`src/design/pbmc_pkg.sv`:
```
/*
 * Constants shared by the basic mode-control block: management register
 * addresses, bit positions, reset values and timing counts.
 * Assumes a 250 MHz core clock feeding every user of these figures.
 */
package pbmc_pkg;
   // management register addresses
   localparam logic [4:0]  REG_CTRL          = 5'h00;
   localparam logic [4:0]  REG_STAT          = 5'h01;
   localparam logic [4:0]  REG_DETAIL        = 5'h11;

   // control register bit positions
   localparam int          BIT_RESET         = 15;
   localparam int          BIT_LOOP          = 14;
   localparam int          BIT_RATE          = 13;
   localparam int          BIT_NEG_EN        = 12;
   localparam int          BIT_LOW_POWER     = 11;
   localparam int          BIT_ISOLATE       = 10;
   localparam int          BIT_RESTART       = 9;
   localparam int          BIT_DUPLEX        = 8;
   localparam int          BIT_COL_TEST      = 7;

   // status and detailed status bit positions
   localparam int          BIT_NEG_DONE      = 5;
   localparam int          BIT_LINK          = 2;
   localparam int          BIT_DET_RATE      = 15;
   localparam int          BIT_DET_DUPLEX    = 14;

   // reset values
   localparam logic        RST_LOOP          = 1'b0;
   localparam logic        RST_RATE          = 1'b1;
   localparam logic        RST_NEG_EN        = 1'b1;
   localparam logic        RST_LOW_POWER     = 1'b0;
   localparam logic        RST_RESTART       = 1'b0;
   localparam logic        RST_DUPLEX        = 1'b0;
   localparam logic        RST_COL_TEST      = 1'b0;
   localparam logic        RST_NEG_DONE      = 1'b0;
   localparam logic        RST_LINK          = 1'b0;
   localparam logic [4:0]  ISO_ADDR          = 5'h00;

   // timing
   localparam int          CLK_NS            = 4;
   localparam int          SOFT_RESET_NS     = 1000;
   localparam int          SOFT_RESET_CYCLES = (SOFT_RESET_NS + CLK_NS - 1) / CLK_NS;
endpackage

```
`src/design/pbmc_soft_reset.sv`:
```
/*
 * Software reset timer: holds busy high for a fixed number of cycles
 * after a start pulse.
 * Assumes start is a one-cycle pulse synchronous to i_clk.
 */
`timescale 1ns/1ns
`default_nettype none
module pbmc_soft_reset #(
   parameter int CYCLES = pbmc_pkg::SOFT_RESET_CYCLES
) (
   input  wire logic i_clk,
   input  wire logic i_reset_n,
   input  wire logic i_start,
   output var  logic o_busy
);
   localparam int CW = $clog2(CYCLES + 1);

   logic [CW-1:0] count;
   wire           last = (count == CW'(1));

   always_ff @(posedge i_clk or negedge i_reset_n) begin
      if (!i_reset_n) begin
         count  <= '0;
         o_busy <= 1'b0;
      end else if (i_start) begin
         count  <= CW'(CYCLES);
         o_busy <= 1'b1;
      end else if (o_busy) begin
         count  <= count - CW'(1);
         o_busy <= !last;
      end
   end
endmodule
`default_nettype wire

```
`src/design/pbmc_col_test.sv`:
```
/*
 * Collision path: during the test COL follows the transmit enable,
 * otherwise it carries the line collision unless loopback masks it.
 * Assumes all inputs are synchronous to i_clk.
 */
`timescale 1ns/1ns
`default_nettype none
module pbmc_col_test (
   input  wire logic i_clk,
   input  wire logic i_reset_n,
   input  wire logic i_test_en,
   input  wire logic i_loop_en,
   input  wire logic i_tx_en,
   input  wire logic i_line_col,
   output var  logic o_col
);
   // loopback turns off real collision detection; the test overrides that
   wire next_col = i_test_en ? i_tx_en : (i_line_col && !i_loop_en);

   always_ff @(posedge i_clk or negedge i_reset_n) begin
      if (!i_reset_n) begin
         o_col <= 1'b0;
      end else begin
         o_col <= next_col;
      end
   end
endmodule
`default_nettype wire

```
`src/design/pbmc_basic_mode_control.sv`:
```
/*
 * Basic mode-control register of the PHY, its mode resolution (strap or
 * register, negotiated or forced), low-power, isolate, loopback and
 * collision-test gating of the MAC-side data path.
 * Assumes a parallel management port decoded from the serial management
 * frame outside, and a negotiation engine that answers restart requests.
 */
`timescale 1ns/1ns
`default_nettype none
// Behaviour
// - hardware mode: rate comes from the rate strap, register bit ignored
// - hardware mode: detailed status shows the active link rate
// - software mode, negotiation on: rate follows the negotiation result
// - software mode, negotiation off: rate bit 0 gives 10, 1 gives 100 Mbps
// - hardware mode: negotiation enable follows the negotiation strap
// - software mode: negotiation bit picks negotiated or forced rate and duplex
// - low power: internals off, MAC outputs low, pair transmitter tri-stated
// - entering low power resets only the latching status bits
// - any reset returns every management bit to its default
// - isolate: MAC outputs high impedance, MAC inputs ignored
// - isolate defaults to 1 at PHY address zero, else 0
// - restart write ignored while negotiation is disabled
// - restart bit starts negotiation and self-clears once it begins
// - hardware mode: duplex comes from the duplex strap
// - hardware mode: detailed status shows the active link duplex
// - software mode, negotiation on: duplex follows negotiation result
// - software mode, negotiation off: duplex bit 0 half, 1 full
// - loopback makes the duplex bit irrelevant
// - collision test off: COL does not follow transmit enable
// - collision test on, even in loopback: COL tracks transmit enable quickly
// - reserved low control bits read as zero
// - reset bit starts a timed software reset, reads 1 until done
// - loopback returns MAC transmit data to MAC receive
module pbmc_basic_mode_control (
   input  wire logic        i_clk,
   input  wire logic        i_reset_n,
   input  wire logic        i_hard_soft_select_pin,
   input  wire logic        i_rate_strap_pin,
   input  wire logic        i_negotiation_strap_pin,
   input  wire logic        i_duplex_strap_pin,
   input  wire logic [4:0]  i_phy_addr,
   input  wire logic        i_mgmt_wr,
   input  wire logic        i_mgmt_rd,
   input  wire logic [4:0]  i_mgmt_addr,
   input  wire logic [15:0] i_mgmt_wdata,
   output var  logic [15:0] o_mgmt_rdata,
   output var  logic        o_mgmt_rvalid,
   input  wire logic        i_neg_started,
   input  wire logic        i_neg_done,
   input  wire logic        i_neg_rate_100,
   input  wire logic        i_neg_full_duplex,
   input  wire logic        i_link_up,
   output var  logic        o_neg_enable,
   output var  logic        o_neg_restart,
   output var  logic        o_link_rate_100,
   output var  logic        o_link_full_duplex,
   output var  logic        o_power_down,
   output var  logic        o_soft_reset_busy,
   output var  logic        o_pair_transmit_tristate,
   input  wire logic [3:0]  i_txd,
   input  wire logic        i_tx_en,
   input  wire logic        i_tx_er,
   input  wire logic [3:0]  i_line_rxd,
   input  wire logic        i_line_rx_dv,
   input  wire logic        i_line_rx_er,
   input  wire logic        i_line_crs,
   input  wire logic        i_line_col,
   output var  logic [3:0]  o_rxd,
   output var  logic        o_rx_dv,
   output var  logic        o_rx_er,
   output var  logic        o_crs,
   output var  logic        o_col,
   output var  logic        o_mac_oe,
   output var  logic [3:0]  o_line_txd,
   output var  logic        o_line_tx_en,
   output var  logic        o_line_tx_er
);
   logic init_pend;
   logic loop_bit;
   logic rate_bit;
   logic neg_bit;
   logic low_bit;
   logic iso_bit;
   logic restart_bit;
   logic duplex_bit;
   logic col_bit;
   logic low_q;
   logic neg_done_lh;
   logic link_ll;
   logic sreset_busy;
   logic col_raw;

   // accesses are shut out while the software reset runs, except reads
   wire       sw_mode      = i_hard_soft_select_pin;
   wire       wr_ctrl      = i_mgmt_wr && (i_mgmt_addr == pbmc_pkg::REG_CTRL) && !sreset_busy;
   wire       rd_stat      = i_mgmt_rd && (i_mgmt_addr == pbmc_pkg::REG_STAT) && !sreset_busy;
   wire       sreset_start = wr_ctrl && i_mgmt_wdata[pbmc_pkg::BIT_RESET];
   wire       load_dflt    = init_pend || sreset_start;
   wire       iso_dflt     = (i_phy_addr == pbmc_pkg::ISO_ADDR);
   wire       next_neg_on  = sw_mode ? i_mgmt_wdata[pbmc_pkg::BIT_NEG_EN]
                                     : i_negotiation_strap_pin;
   wire       restart_req  = wr_ctrl && !sreset_start && next_neg_on
                             && i_mgmt_wdata[pbmc_pkg::BIT_RESTART];
   wire       low_entry    = low_bit && !low_q;
   wire       path_on      = !low_bit && !iso_bit;

   // mode resolution
   wire       eff_neg      = sw_mode ? neg_bit : i_negotiation_strap_pin;
   wire       eff_rate     = !sw_mode ? i_rate_strap_pin
                             : (neg_bit ? i_neg_rate_100 : rate_bit);
   wire       eff_duplex   = !sw_mode ? i_duplex_strap_pin
                             : neg_bit ? i_neg_full_duplex
                             : loop_bit ? 1'b1 : duplex_bit;

   wire [15:0] ctrl_word   = {sreset_busy, loop_bit, rate_bit, neg_bit, low_bit,
                              iso_bit, restart_bit, duplex_bit, col_bit, 7'h00};
   wire [15:0] stat_word   = 16'(neg_done_lh) << pbmc_pkg::BIT_NEG_DONE
                             | 16'(link_ll) << pbmc_pkg::BIT_LINK;
   wire [15:0] det_word    = 16'(eff_rate) << pbmc_pkg::BIT_DET_RATE
                             | 16'(eff_duplex) << pbmc_pkg::BIT_DET_DUPLEX;
   wire [15:0] rd_sel      = (i_mgmt_addr == pbmc_pkg::REG_CTRL)   ? ctrl_word
                           : (i_mgmt_addr == pbmc_pkg::REG_STAT)   ? stat_word
                           : (i_mgmt_addr == pbmc_pkg::REG_DETAIL) ? det_word
                           : 16'h0000;

   // mac-facing data: loopback takes transmit data, else the line
   wire [3:0] next_rxd     = path_on ? (loop_bit ? i_txd : i_line_rxd) : 4'h0;
   wire       next_rx_dv   = path_on && (loop_bit ? i_tx_en : i_line_rx_dv);
   wire       next_rx_er   = path_on && (loop_bit ? i_tx_er : i_line_rx_er);
   wire       next_crs     = path_on && (loop_bit ? i_tx_en : i_line_crs);
   wire       tx_pass      = path_on && !loop_bit;

   pbmc_soft_reset u_soft_reset (
      .i_clk     (i_clk),
      .i_reset_n (i_reset_n),
      .i_start   (sreset_start),
      .o_busy    (sreset_busy)
   );

   pbmc_col_test u_col_test (
      .i_clk      (i_clk),
      .i_reset_n  (i_reset_n),
      .i_test_en  (col_bit),
      .i_loop_en  (loop_bit),
      .i_tx_en    (i_tx_en),
      .i_line_col (i_line_col),
      .o_col      (col_raw)
   );

   // control register; isolate default needs the address, so it loads
   // on the first edge after release instead of inside the async reset
   always_ff @(posedge i_clk or negedge i_reset_n) begin
      if (!i_reset_n) begin
         init_pend  <= 1'b1;
         loop_bit   <= pbmc_pkg::RST_LOOP;
         rate_bit   <= pbmc_pkg::RST_RATE;
         neg_bit    <= pbmc_pkg::RST_NEG_EN;
         low_bit    <= pbmc_pkg::RST_LOW_POWER;
         iso_bit    <= 1'b1;
         duplex_bit <= pbmc_pkg::RST_DUPLEX;
         col_bit    <= pbmc_pkg::RST_COL_TEST;
      end else if (load_dflt) begin
         init_pend  <= 1'b0;
         loop_bit   <= pbmc_pkg::RST_LOOP;
         rate_bit   <= pbmc_pkg::RST_RATE;
         neg_bit    <= pbmc_pkg::RST_NEG_EN;
         low_bit    <= pbmc_pkg::RST_LOW_POWER;
         iso_bit    <= iso_dflt;
         duplex_bit <= pbmc_pkg::RST_DUPLEX;
         col_bit    <= pbmc_pkg::RST_COL_TEST;
      end else if (wr_ctrl) begin
         loop_bit   <= i_mgmt_wdata[pbmc_pkg::BIT_LOOP];
         rate_bit   <= i_mgmt_wdata[pbmc_pkg::BIT_RATE];
         neg_bit    <= i_mgmt_wdata[pbmc_pkg::BIT_NEG_EN];
         low_bit    <= i_mgmt_wdata[pbmc_pkg::BIT_LOW_POWER];
         iso_bit    <= i_mgmt_wdata[pbmc_pkg::BIT_ISOLATE];
         duplex_bit <= i_mgmt_wdata[pbmc_pkg::BIT_DUPLEX];
         col_bit    <= i_mgmt_wdata[pbmc_pkg::BIT_COL_TEST];
      end
   end

   // restart: a new request in the start cycle wins over the clear
   always_ff @(posedge i_clk or negedge i_reset_n) begin
      if (!i_reset_n) begin
         restart_bit <= pbmc_pkg::RST_RESTART;
      end else if (load_dflt) begin
         restart_bit <= pbmc_pkg::RST_RESTART;
      end else if (restart_req) begin
         restart_bit <= 1'b1;
      end else if (i_neg_started) begin
         restart_bit <= 1'b0;
      end
   end

   // latching status; the event wins over the read that would clear it
   always_ff @(posedge i_clk or negedge i_reset_n) begin
      if (!i_reset_n) begin
         low_q       <= 1'b0;
         neg_done_lh <= pbmc_pkg::RST_NEG_DONE;
         link_ll     <= pbmc_pkg::RST_LINK;
      end else begin
         low_q <= low_bit;
         if (load_dflt || low_entry) begin
            neg_done_lh <= pbmc_pkg::RST_NEG_DONE;
            link_ll     <= pbmc_pkg::RST_LINK;
         end else begin
            if (i_neg_done && !low_bit) begin // engine output is stale once powered down
               neg_done_lh <= 1'b1;
            end else if (rd_stat) begin
               neg_done_lh <= 1'b0;
            end
            if (!i_link_up) begin
               link_ll <= 1'b0;
            end else if (rd_stat) begin
               link_ll <= 1'b1;
            end
         end
      end
   end

   // read port; reads stay open during software reset to show the busy bit
   always_ff @(posedge i_clk or negedge i_reset_n) begin
      if (!i_reset_n) begin
         o_mgmt_rdata  <= 16'h0000;
         o_mgmt_rvalid <= 1'b0;
      end else begin
         o_mgmt_rvalid <= i_mgmt_rd;
         if (i_mgmt_rd) begin
            o_mgmt_rdata <= rd_sel;
         end
      end
   end

   // mode outputs
   always_ff @(posedge i_clk or negedge i_reset_n) begin
      if (!i_reset_n) begin
         o_neg_enable             <= 1'b0;
         o_neg_restart            <= 1'b0;
         o_link_rate_100          <= 1'b0;
         o_link_full_duplex       <= 1'b0;
         o_power_down             <= 1'b0;
         o_soft_reset_busy        <= 1'b0;
         o_pair_transmit_tristate <= 1'b0;
      end else begin
         o_neg_enable             <= eff_neg && !low_bit;
         o_neg_restart            <= restart_bit;
         o_link_rate_100          <= eff_rate;
         o_link_full_duplex       <= eff_duplex;
         o_power_down             <= low_bit;
         o_soft_reset_busy        <= sreset_busy;
         o_pair_transmit_tristate <= low_bit;
      end
   end

   // mac and line data path
   always_ff @(posedge i_clk or negedge i_reset_n) begin
      if (!i_reset_n) begin
         o_rxd        <= 4'h0;
         o_rx_dv      <= 1'b0;
         o_rx_er      <= 1'b0;
         o_crs        <= 1'b0;
         o_col        <= 1'b0;
         o_mac_oe     <= 1'b0;
         o_line_txd   <= 4'h0;
         o_line_tx_en <= 1'b0;
         o_line_tx_er <= 1'b0;
      end else begin
         o_rxd        <= next_rxd;
         o_rx_dv      <= next_rx_dv;
         o_rx_er      <= next_rx_er;
         o_crs        <= next_crs;
         o_col        <= path_on && col_raw;
         o_mac_oe     <= !iso_bit;
         o_line_txd   <= tx_pass ? i_txd : 4'h0;
         o_line_tx_en <= tx_pass && i_tx_en;
         o_line_tx_er <= tx_pass && i_tx_er;
      end
   end
endmodule
`default_nettype wire

```
`config.mk`:
```
export PLATFORM = sky130hd
export DESIGN_NAME = pbmc_basic_mode_control
export DESIGN_NICKNAME = d
export VERILOG_FILES = /design/src/design/pbmc_pkg.sv /design/src/design/pbmc_soft_reset.sv /design/src/design/pbmc_col_test.sv /design/src/design/pbmc_basic_mode_control.sv
export SDC_FILE = /design/constraint.sdc
export NUM_CORES = 1
export LEC_CHECK = 0
export CAP_MARGIN = 20
export CORE_ASPECT_RATIO = 0.7
export CORE_MARGIN = 2
export CORE_UTILIZATION = 50
export CTS_BUF_LIST = sky130_fd_sc_hd__clkbuf_8
export DETAILED_ROUTE_END_ITERATION = 8
export DONT_BUFFER_PORTS = 1
export PLACE_DENSITY = 0.68
export SLEW_MARGIN = 5
export SYNTH_ARGS = -nofsm -noshare
export SYNTH_HDL_FRONTEND = slang
export SYNTH_SLANG_ARGS = --single-unit
```
`constraint.sdc`:
```
create_clock -name i_clk -period 1.6 [get_ports i_clk]
set_input_delay 0.32 -clock i_clk [delete_from_list [all_inputs] [get_ports i_clk]]
set_output_delay 0.32 -clock i_clk [all_outputs]
set_load 0.01 [all_outputs]
```
## Word level (Yosys, flattened, before mapping)

Cells that the tools add are included.

| storage, ports and cells | value |
|---|---|
| input port bits | 53 |
| output and inout bits | 39 |
| logic and storage cells | 117 |
| bits in registers | 59 |

| operators by class | value |
|---|---|
| reduce and logical (&&, ||, !) cells | 35 |
| add/sub/neg operators | 1 |
| bitwise operators | 2 |
| multiplexer cells | 44 |
| equal/unequal tests | 4 |

Operator list:

| operator | count |
|---|---|
| $mux 16 | 3 |
| $mux 1 | 36 |
| $logic_and 1x1->1 | 20 |
| $mux 8 | 2 |
| $or 16x15->16 | 1 |
| $mux 4 | 3 |
| $logic_not 5->1 | 2 |
| $eq 8x1->1 const B | 1 |
| $sub 8x1->8 const B | 1 |
| $logic_not 1->1 | 7 |
| $or 6x3->6 | 1 |
| $reduce_bool 3->1 | 2 |
| $eq 5x1->1 const B | 1 |
| $eq 5x5->1 const B | 1 |
| $reduce_bool 2->1 | 2 |
| $ne 3x1->1 const B | 1 |
| $logic_or 1x1->1 | 2 |

## Longest topological paths before layout

| logic depth | value |
|---|---|
| word-level depth | 10 |
| gate-level depth with buffers | 6 |
| gate-level depth less buffers | 6 |

## Cells and area by module

A second synthesis with hierarchy kept.

| second synthesis, totals | value |
|---|---|
| cells, all modules | 201 |
| area total of the unflattened synthesis | 2331.0 um2 |

By module, submodules not included:

| module | sequential area each (um2) | cells each | times used | area an instance (um2) |
|---|---|---|---|---|
| pbmc_basic_mode_control | 1106.1 | 155 | 1 | 1838.0 |
| pbmc_soft_reset | 225.2 | 42 | 1 | 449.2 |
| pbmc_col_test | 25.0 | 4 | 1 | 43.8 |

## Worst setup path after synthesis

Ideal clock, no wire load.

| path | value |
|---|---|
| path kind | input -> register |
| start | input port i_mgmt_addr[1] |
| end | register neg_done_lh |
| cell stages on the path | 4 |
| setup time | 0.126 ns |
| path buffers | 0 |
| data required time | 1.474 ns |
| arrival time | 1.566 ns |
| path slack | -0.092 ns |
| path through | or4b_4 > or4b_4 > o21ai_0 > a21oi_1 |

| on the way | value |
|---|---|
| cells in the longest elaborated chain, start to end | 7 |
| elaborated cells between the ends (all ways) | 11 |
| those cells by class | 1 x eq/ne; 1 x mux; 9 x reduce/logical |

RTL lines:

| what | line | RTL |
|---|---|---|
| start: declaration | pbmc_basic_mode_control.sv:44 | `input wire logic [4:0] i_mgmt_addr,` |
| $logic_not 5->1 | pbmc_basic_mode_control.sv:95 | `wire wr_ctrl = i_mgmt_wr && (i_mgmt_addr == pbmc_pkg::REG_CTRL) && !sreset_busy;` |
| $logic_and 1x1->1 (2 in a row) | pbmc_basic_mode_control.sv:95 |  |
| $logic_and 1x1->1 | pbmc_basic_mode_control.sv:97 | `wire sreset_start = wr_ctrl && i_mgmt_wdata[pbmc_pkg::BIT_RESET];` |
| $logic_or 1x1->1 | pbmc_basic_mode_control.sv:98 | `wire load_dflt = init_pend \|\| sreset_start;` |
| $logic_or 1x1->1 | pbmc_basic_mode_control.sv:203 | `if (load_dflt \|\| low_entry) begin` |
| $reduce_bool 3->1 (no source line) or $mux 1 (tied branches) | - |  |
| end signal: assignment | pbmc_basic_mode_control.sv:199 | `neg_done_lh <= pbmc_pkg::RST_NEG_DONE;` |
| end signal: assignment | pbmc_basic_mode_control.sv:204 | `neg_done_lh <= pbmc_pkg::RST_NEG_DONE;` |
| end: declaration | pbmc_basic_mode_control.sv:88 | `logic neg_done_lh;` |

Several ways; a longest one is shown, not always the timed one.
A chain may end at the register's enable or synchronous reset.

## Worst setup path after layout

| path | value |
|---|---|
| start | register u_soft_reset.count[1] |
| end | register u_soft_reset.count[6] |

| on the way | value |
|---|---|
| cells in the longest elaborated chain, start to end | 3 |

RTL lines:

| what | line | RTL |
|---|---|---|
| start: declaration | pbmc_soft_reset.sv:18 | `logic [CW-1:0] count;` |
| start signal: assignment | pbmc_soft_reset.sv:26 | `count <= CW'(CYCLES);` |
| start signal: assignment | pbmc_soft_reset.sv:29 | `count <= count - CW'(1);` |
| $sub 8x1->8 | pbmc_soft_reset.sv:29 |  |
| $mux 8 | pbmc_soft_reset.sv:28 | `end else if (o_busy) begin` |
| $mux 8 | pbmc_soft_reset.sv:25 | `end else if (i_start) begin` |

No other way between the ends. The select of a mux whose other input is x is not followed.

==> qor.csv <==
stage;metric;value;unit
timing;tns;0;ns
detailed_routing;wire_per_inst;15.6;um
synthesis;synth_top_area_share;0.548;
critical_path;crit_type;flip-flop to flip-flop;
layout;drive_gt1_frac;0.150;
pwr;ir_drop;0.573;mV
global_route;grt_max_degree;55;
clock_tree;cts_buffers;5;
die;die_w;84.8;um
die;coreArea;0.00435;mm2
timing;setup_viol;0;
worst_hold_path;hold_class;input pin to flip-flop;
critical_path;critical_path_required;1.80;ns
timing;max_freq;0.664;GHz
detailed_routing;wl;4510;um
job;maxCapViolations;0;
die;dieArea;0.00513;mm2
critical_path;cp-endpoint;u_soft_reset.count[6]$_DFFE_PN0P_;
critical_path;crit_fanout;3;
synthesis;synth_enable_flop_cells;0;
critical_path;r2r_end;u_soft_reset.count[6]$_DFFE_PN0P_;
synthesis;synth_area_leaders;dfrtp_1, dfstp_2, nand2_1;
timing;rsz0062_at_grt;false;
synthesis;synthCells;218;
pwr;power.density;990;mW/mm2
synthesis;syn_avg_cell_area;10.5;um2
synthesis;synth_flop_cell;dfrtp_1;
clock_tree;path_clk_slew;0.09;ns
clock_tree;cts_root_buf;clkbuf_8;
synthesis;async_flop_share;1.00;
global_route;grt_usage;0.178;
clock_tree;post_cts_buffers;0;
critical_path;critPathLaunch;u_soft_reset.count[1]$_DFFE_PN0P_;
timing;period_needed;1.51;ns
detailed_routing;vias;1539;
synthesis;yosys_register_bits;54;
layout;area_delta_synth_final;12.6;%
die;initial_core_util;0.524;
critical_path;crit_arrival;1.70;ns
pwr;total_power;2.54;mW
critical_path;r2r_setup_slack;0.09;ns
global_route;antenna_found_initial;0;
synthesis;synth_area_leader_cell;dfrtp_1;
critical_path;rr_startpoint;u_soft_reset.count[1]$_DFFE_PN0P_;
place;finalWeightedCongestion;0.810;
layout;nFillCells;372;
outcome;outcome;complete, no violations;
pwr;p_leak;1.16;nW
clock_tree;ctsHtreeMaxLevel;2;
die;chipHeight;60.5;um
critical_path;r2r_cells;6;
timing;skew;0.00932;ns
synthesis;synth.cell_area;0.00228;mm2
detailed_routing;drt_iter0_drc;79;
global_route;grt_pass1_vias;1402;
detailed_routing;remaining_drc_errors;0;
clock_tree;clkSinkCount;54;
place;portBuffers;0;
synthesis;synth_warnings;0;
die;ios;92;
global_route;grt_overflow_total;0;
die;fp-row-count;20;
place;hpwlAfterDp;3350;um
timing;period_share;0.941;
clock_tree;cts_tree;built;
critical_path;end_kind;flip-flop;
synthesis;yosysSeqAreaShare;0.594;
timing;final_max_slew_viol_count;0;
detailed_routing;ant_nets;0;
layout;final_nets;288;
detailed_routing;via_per_inst;5.33;
layout;diodes;0;
critical_path;cp-start-kind;flip-flop;
global_route;grt_pass1_wl;6930;um
clock_tree;clk_path_buf_depth;2;
detailed_routing;dr.pass1.iters;4;
synthesis;synth.distinct_cells;37;
timing;hold_viol_final;0;
layout;multiInputGateArea;847;um2
layout;seqCellArea;0.00136;mm2
clock_tree;clk_latency;0.30;ns
[through the flow]
step	worst slack (ns)	instances	utilization	area, um2	hold WS [ns]
finish	0.0942	289	0.590	2570	0.0473
CTS	0.00391	289	0.585	2550	0.0347
floorplan	-0.0607	223	-	2300	0.0244
global placement	-0.0665	279	0.550	2390	0.0257
detailed placement	-0.0845	279	0.550	2390	0.0256
global route	0.0218	289	0.590	2570	0.0228
[cells by family (layout without fill, tap and decap cells)]
group	Yosys count	in the layout	share of synthesized area
AND/OR/NAND/NOR	85	85	0.196
flip-flops	54	54	0.594
AO/OA/AOI/OAI	39	39	0.0970
buffers and inverters	26	37	0.0532
multiplexers	7	7	0.0313
XOR/XNOR	4	4	0.0154
adder cells (fa/ha/maj)	2	2	0.0110
other	1	6	0.00164
[cell usage in the layout, fill, tap and decap left out, types with 2 or more instances in the layout]
master,count
o21ai_0,15
nor4_1,2
a21oi_1,14
nor2_1,19
inv_1,16
nand2b_1,3
and2_1,6
nand3_1,2
and3_1,4
dfrtp_1,50
xor2_1,2
xnor2_1,2
o22ai_1,2
nand3b_1,5
conb_1,6
ha_1,2
nor3_2,2
nand2_1,28
mux2i_1,6
or4b_4,3
o21bai_1,2
dfstp_2,4
clkbuf_8,6
buf_4,11
nor3_1,5
[where the power goes]
part / total (mW) / switching [mW] / internal (mW)
clock: 0.911 / 0.407 / 0.504
sequential: 1.49 / 0.0603 / 1.43
combinational: 0.142 / 0.0781 / 0.0640
[repair_timing]
item                       CTS  global route
hold endpoints to repair    54             0
hold buffers                 2             0
setup endpoints to repair    0            14
gates resized for setup      0             5
[layout make-up]
class                   instances  share of cell area
repair buffers                 13              0.0468
clock buffers                   6              0.0321
well taps                      55              0.0268
multi-input cells             143               0.330
clock inverters                 2              0.0132
flip-flops and latches         54               0.528
inverters                      16              0.0234
[critical path, cell delays in order, from the launching register on]
cell and delay (ns):
dfrtp_1 0.41, inv_2 0.07, ha_1 0.13, nand2_1 0.06, or4b_4 0.52, xor2_1 0.14
nand2_1 0.08
[sequential cells by signal, summed over array words and instances, names as in the netlist, 4 cells and up]
name / count
o_line_txd: 4
o_mgmt_rdata: 11
o_rxd: 4
u_soft_reset.count: 8
[per-layer routing]
metal / routed length (um) / GRT usage / vias to the layer above
met5: 0 / 0 / -
met4: 72 / 0.0703 / 0
met3: 342 / 0.0653 / 7
met2: 2050 / 0.251 / 45
met1: 2040 / 0.255 / 739
li1: - / - / 748
[cell usage after synthesis, drive strengths merged (3+ instances only)]
cell	count
a21oi	14
and2	7
and3	4
buf	9
dfrtp	50
dfstp	4
inv	16
mux2i	6
nand2	28
nand2b	4
nand3	3
nand3b	5
nor2	19
nor3	7
o21ai	16
or4b	3
[worst min-delay path by stage]
| stage | from | to | slack (ns) | cells past startpoint |
|---|---|---|---|---|
| after floorplan | i_reset_n | col_bit$_DFFE_PN0P_ | 0.02 | 0 |
| after global placement | i_reset_n | u_soft_reset.count[1]$_DFFE_PN0P_ | 0.03 | 0 |
| after detailed placement | i_reset_n | u_soft_reset.count[1]$_DFFE_PN0P_ | 0.03 | 0 |
| after CTS | i_mgmt_rd | o_mgmt_rvalid$_DFF_PN0_ | 0.03 | 0 |
| after global routing | i_mgmt_rd | o_mgmt_rvalid$_DFF_PN0_ | 0.02 | 0 |
| final | i_mgmt_rd | o_mgmt_rvalid$_DFF_PN0_ | 0.05 | 0 |
(Power assumes the default switching activity.)
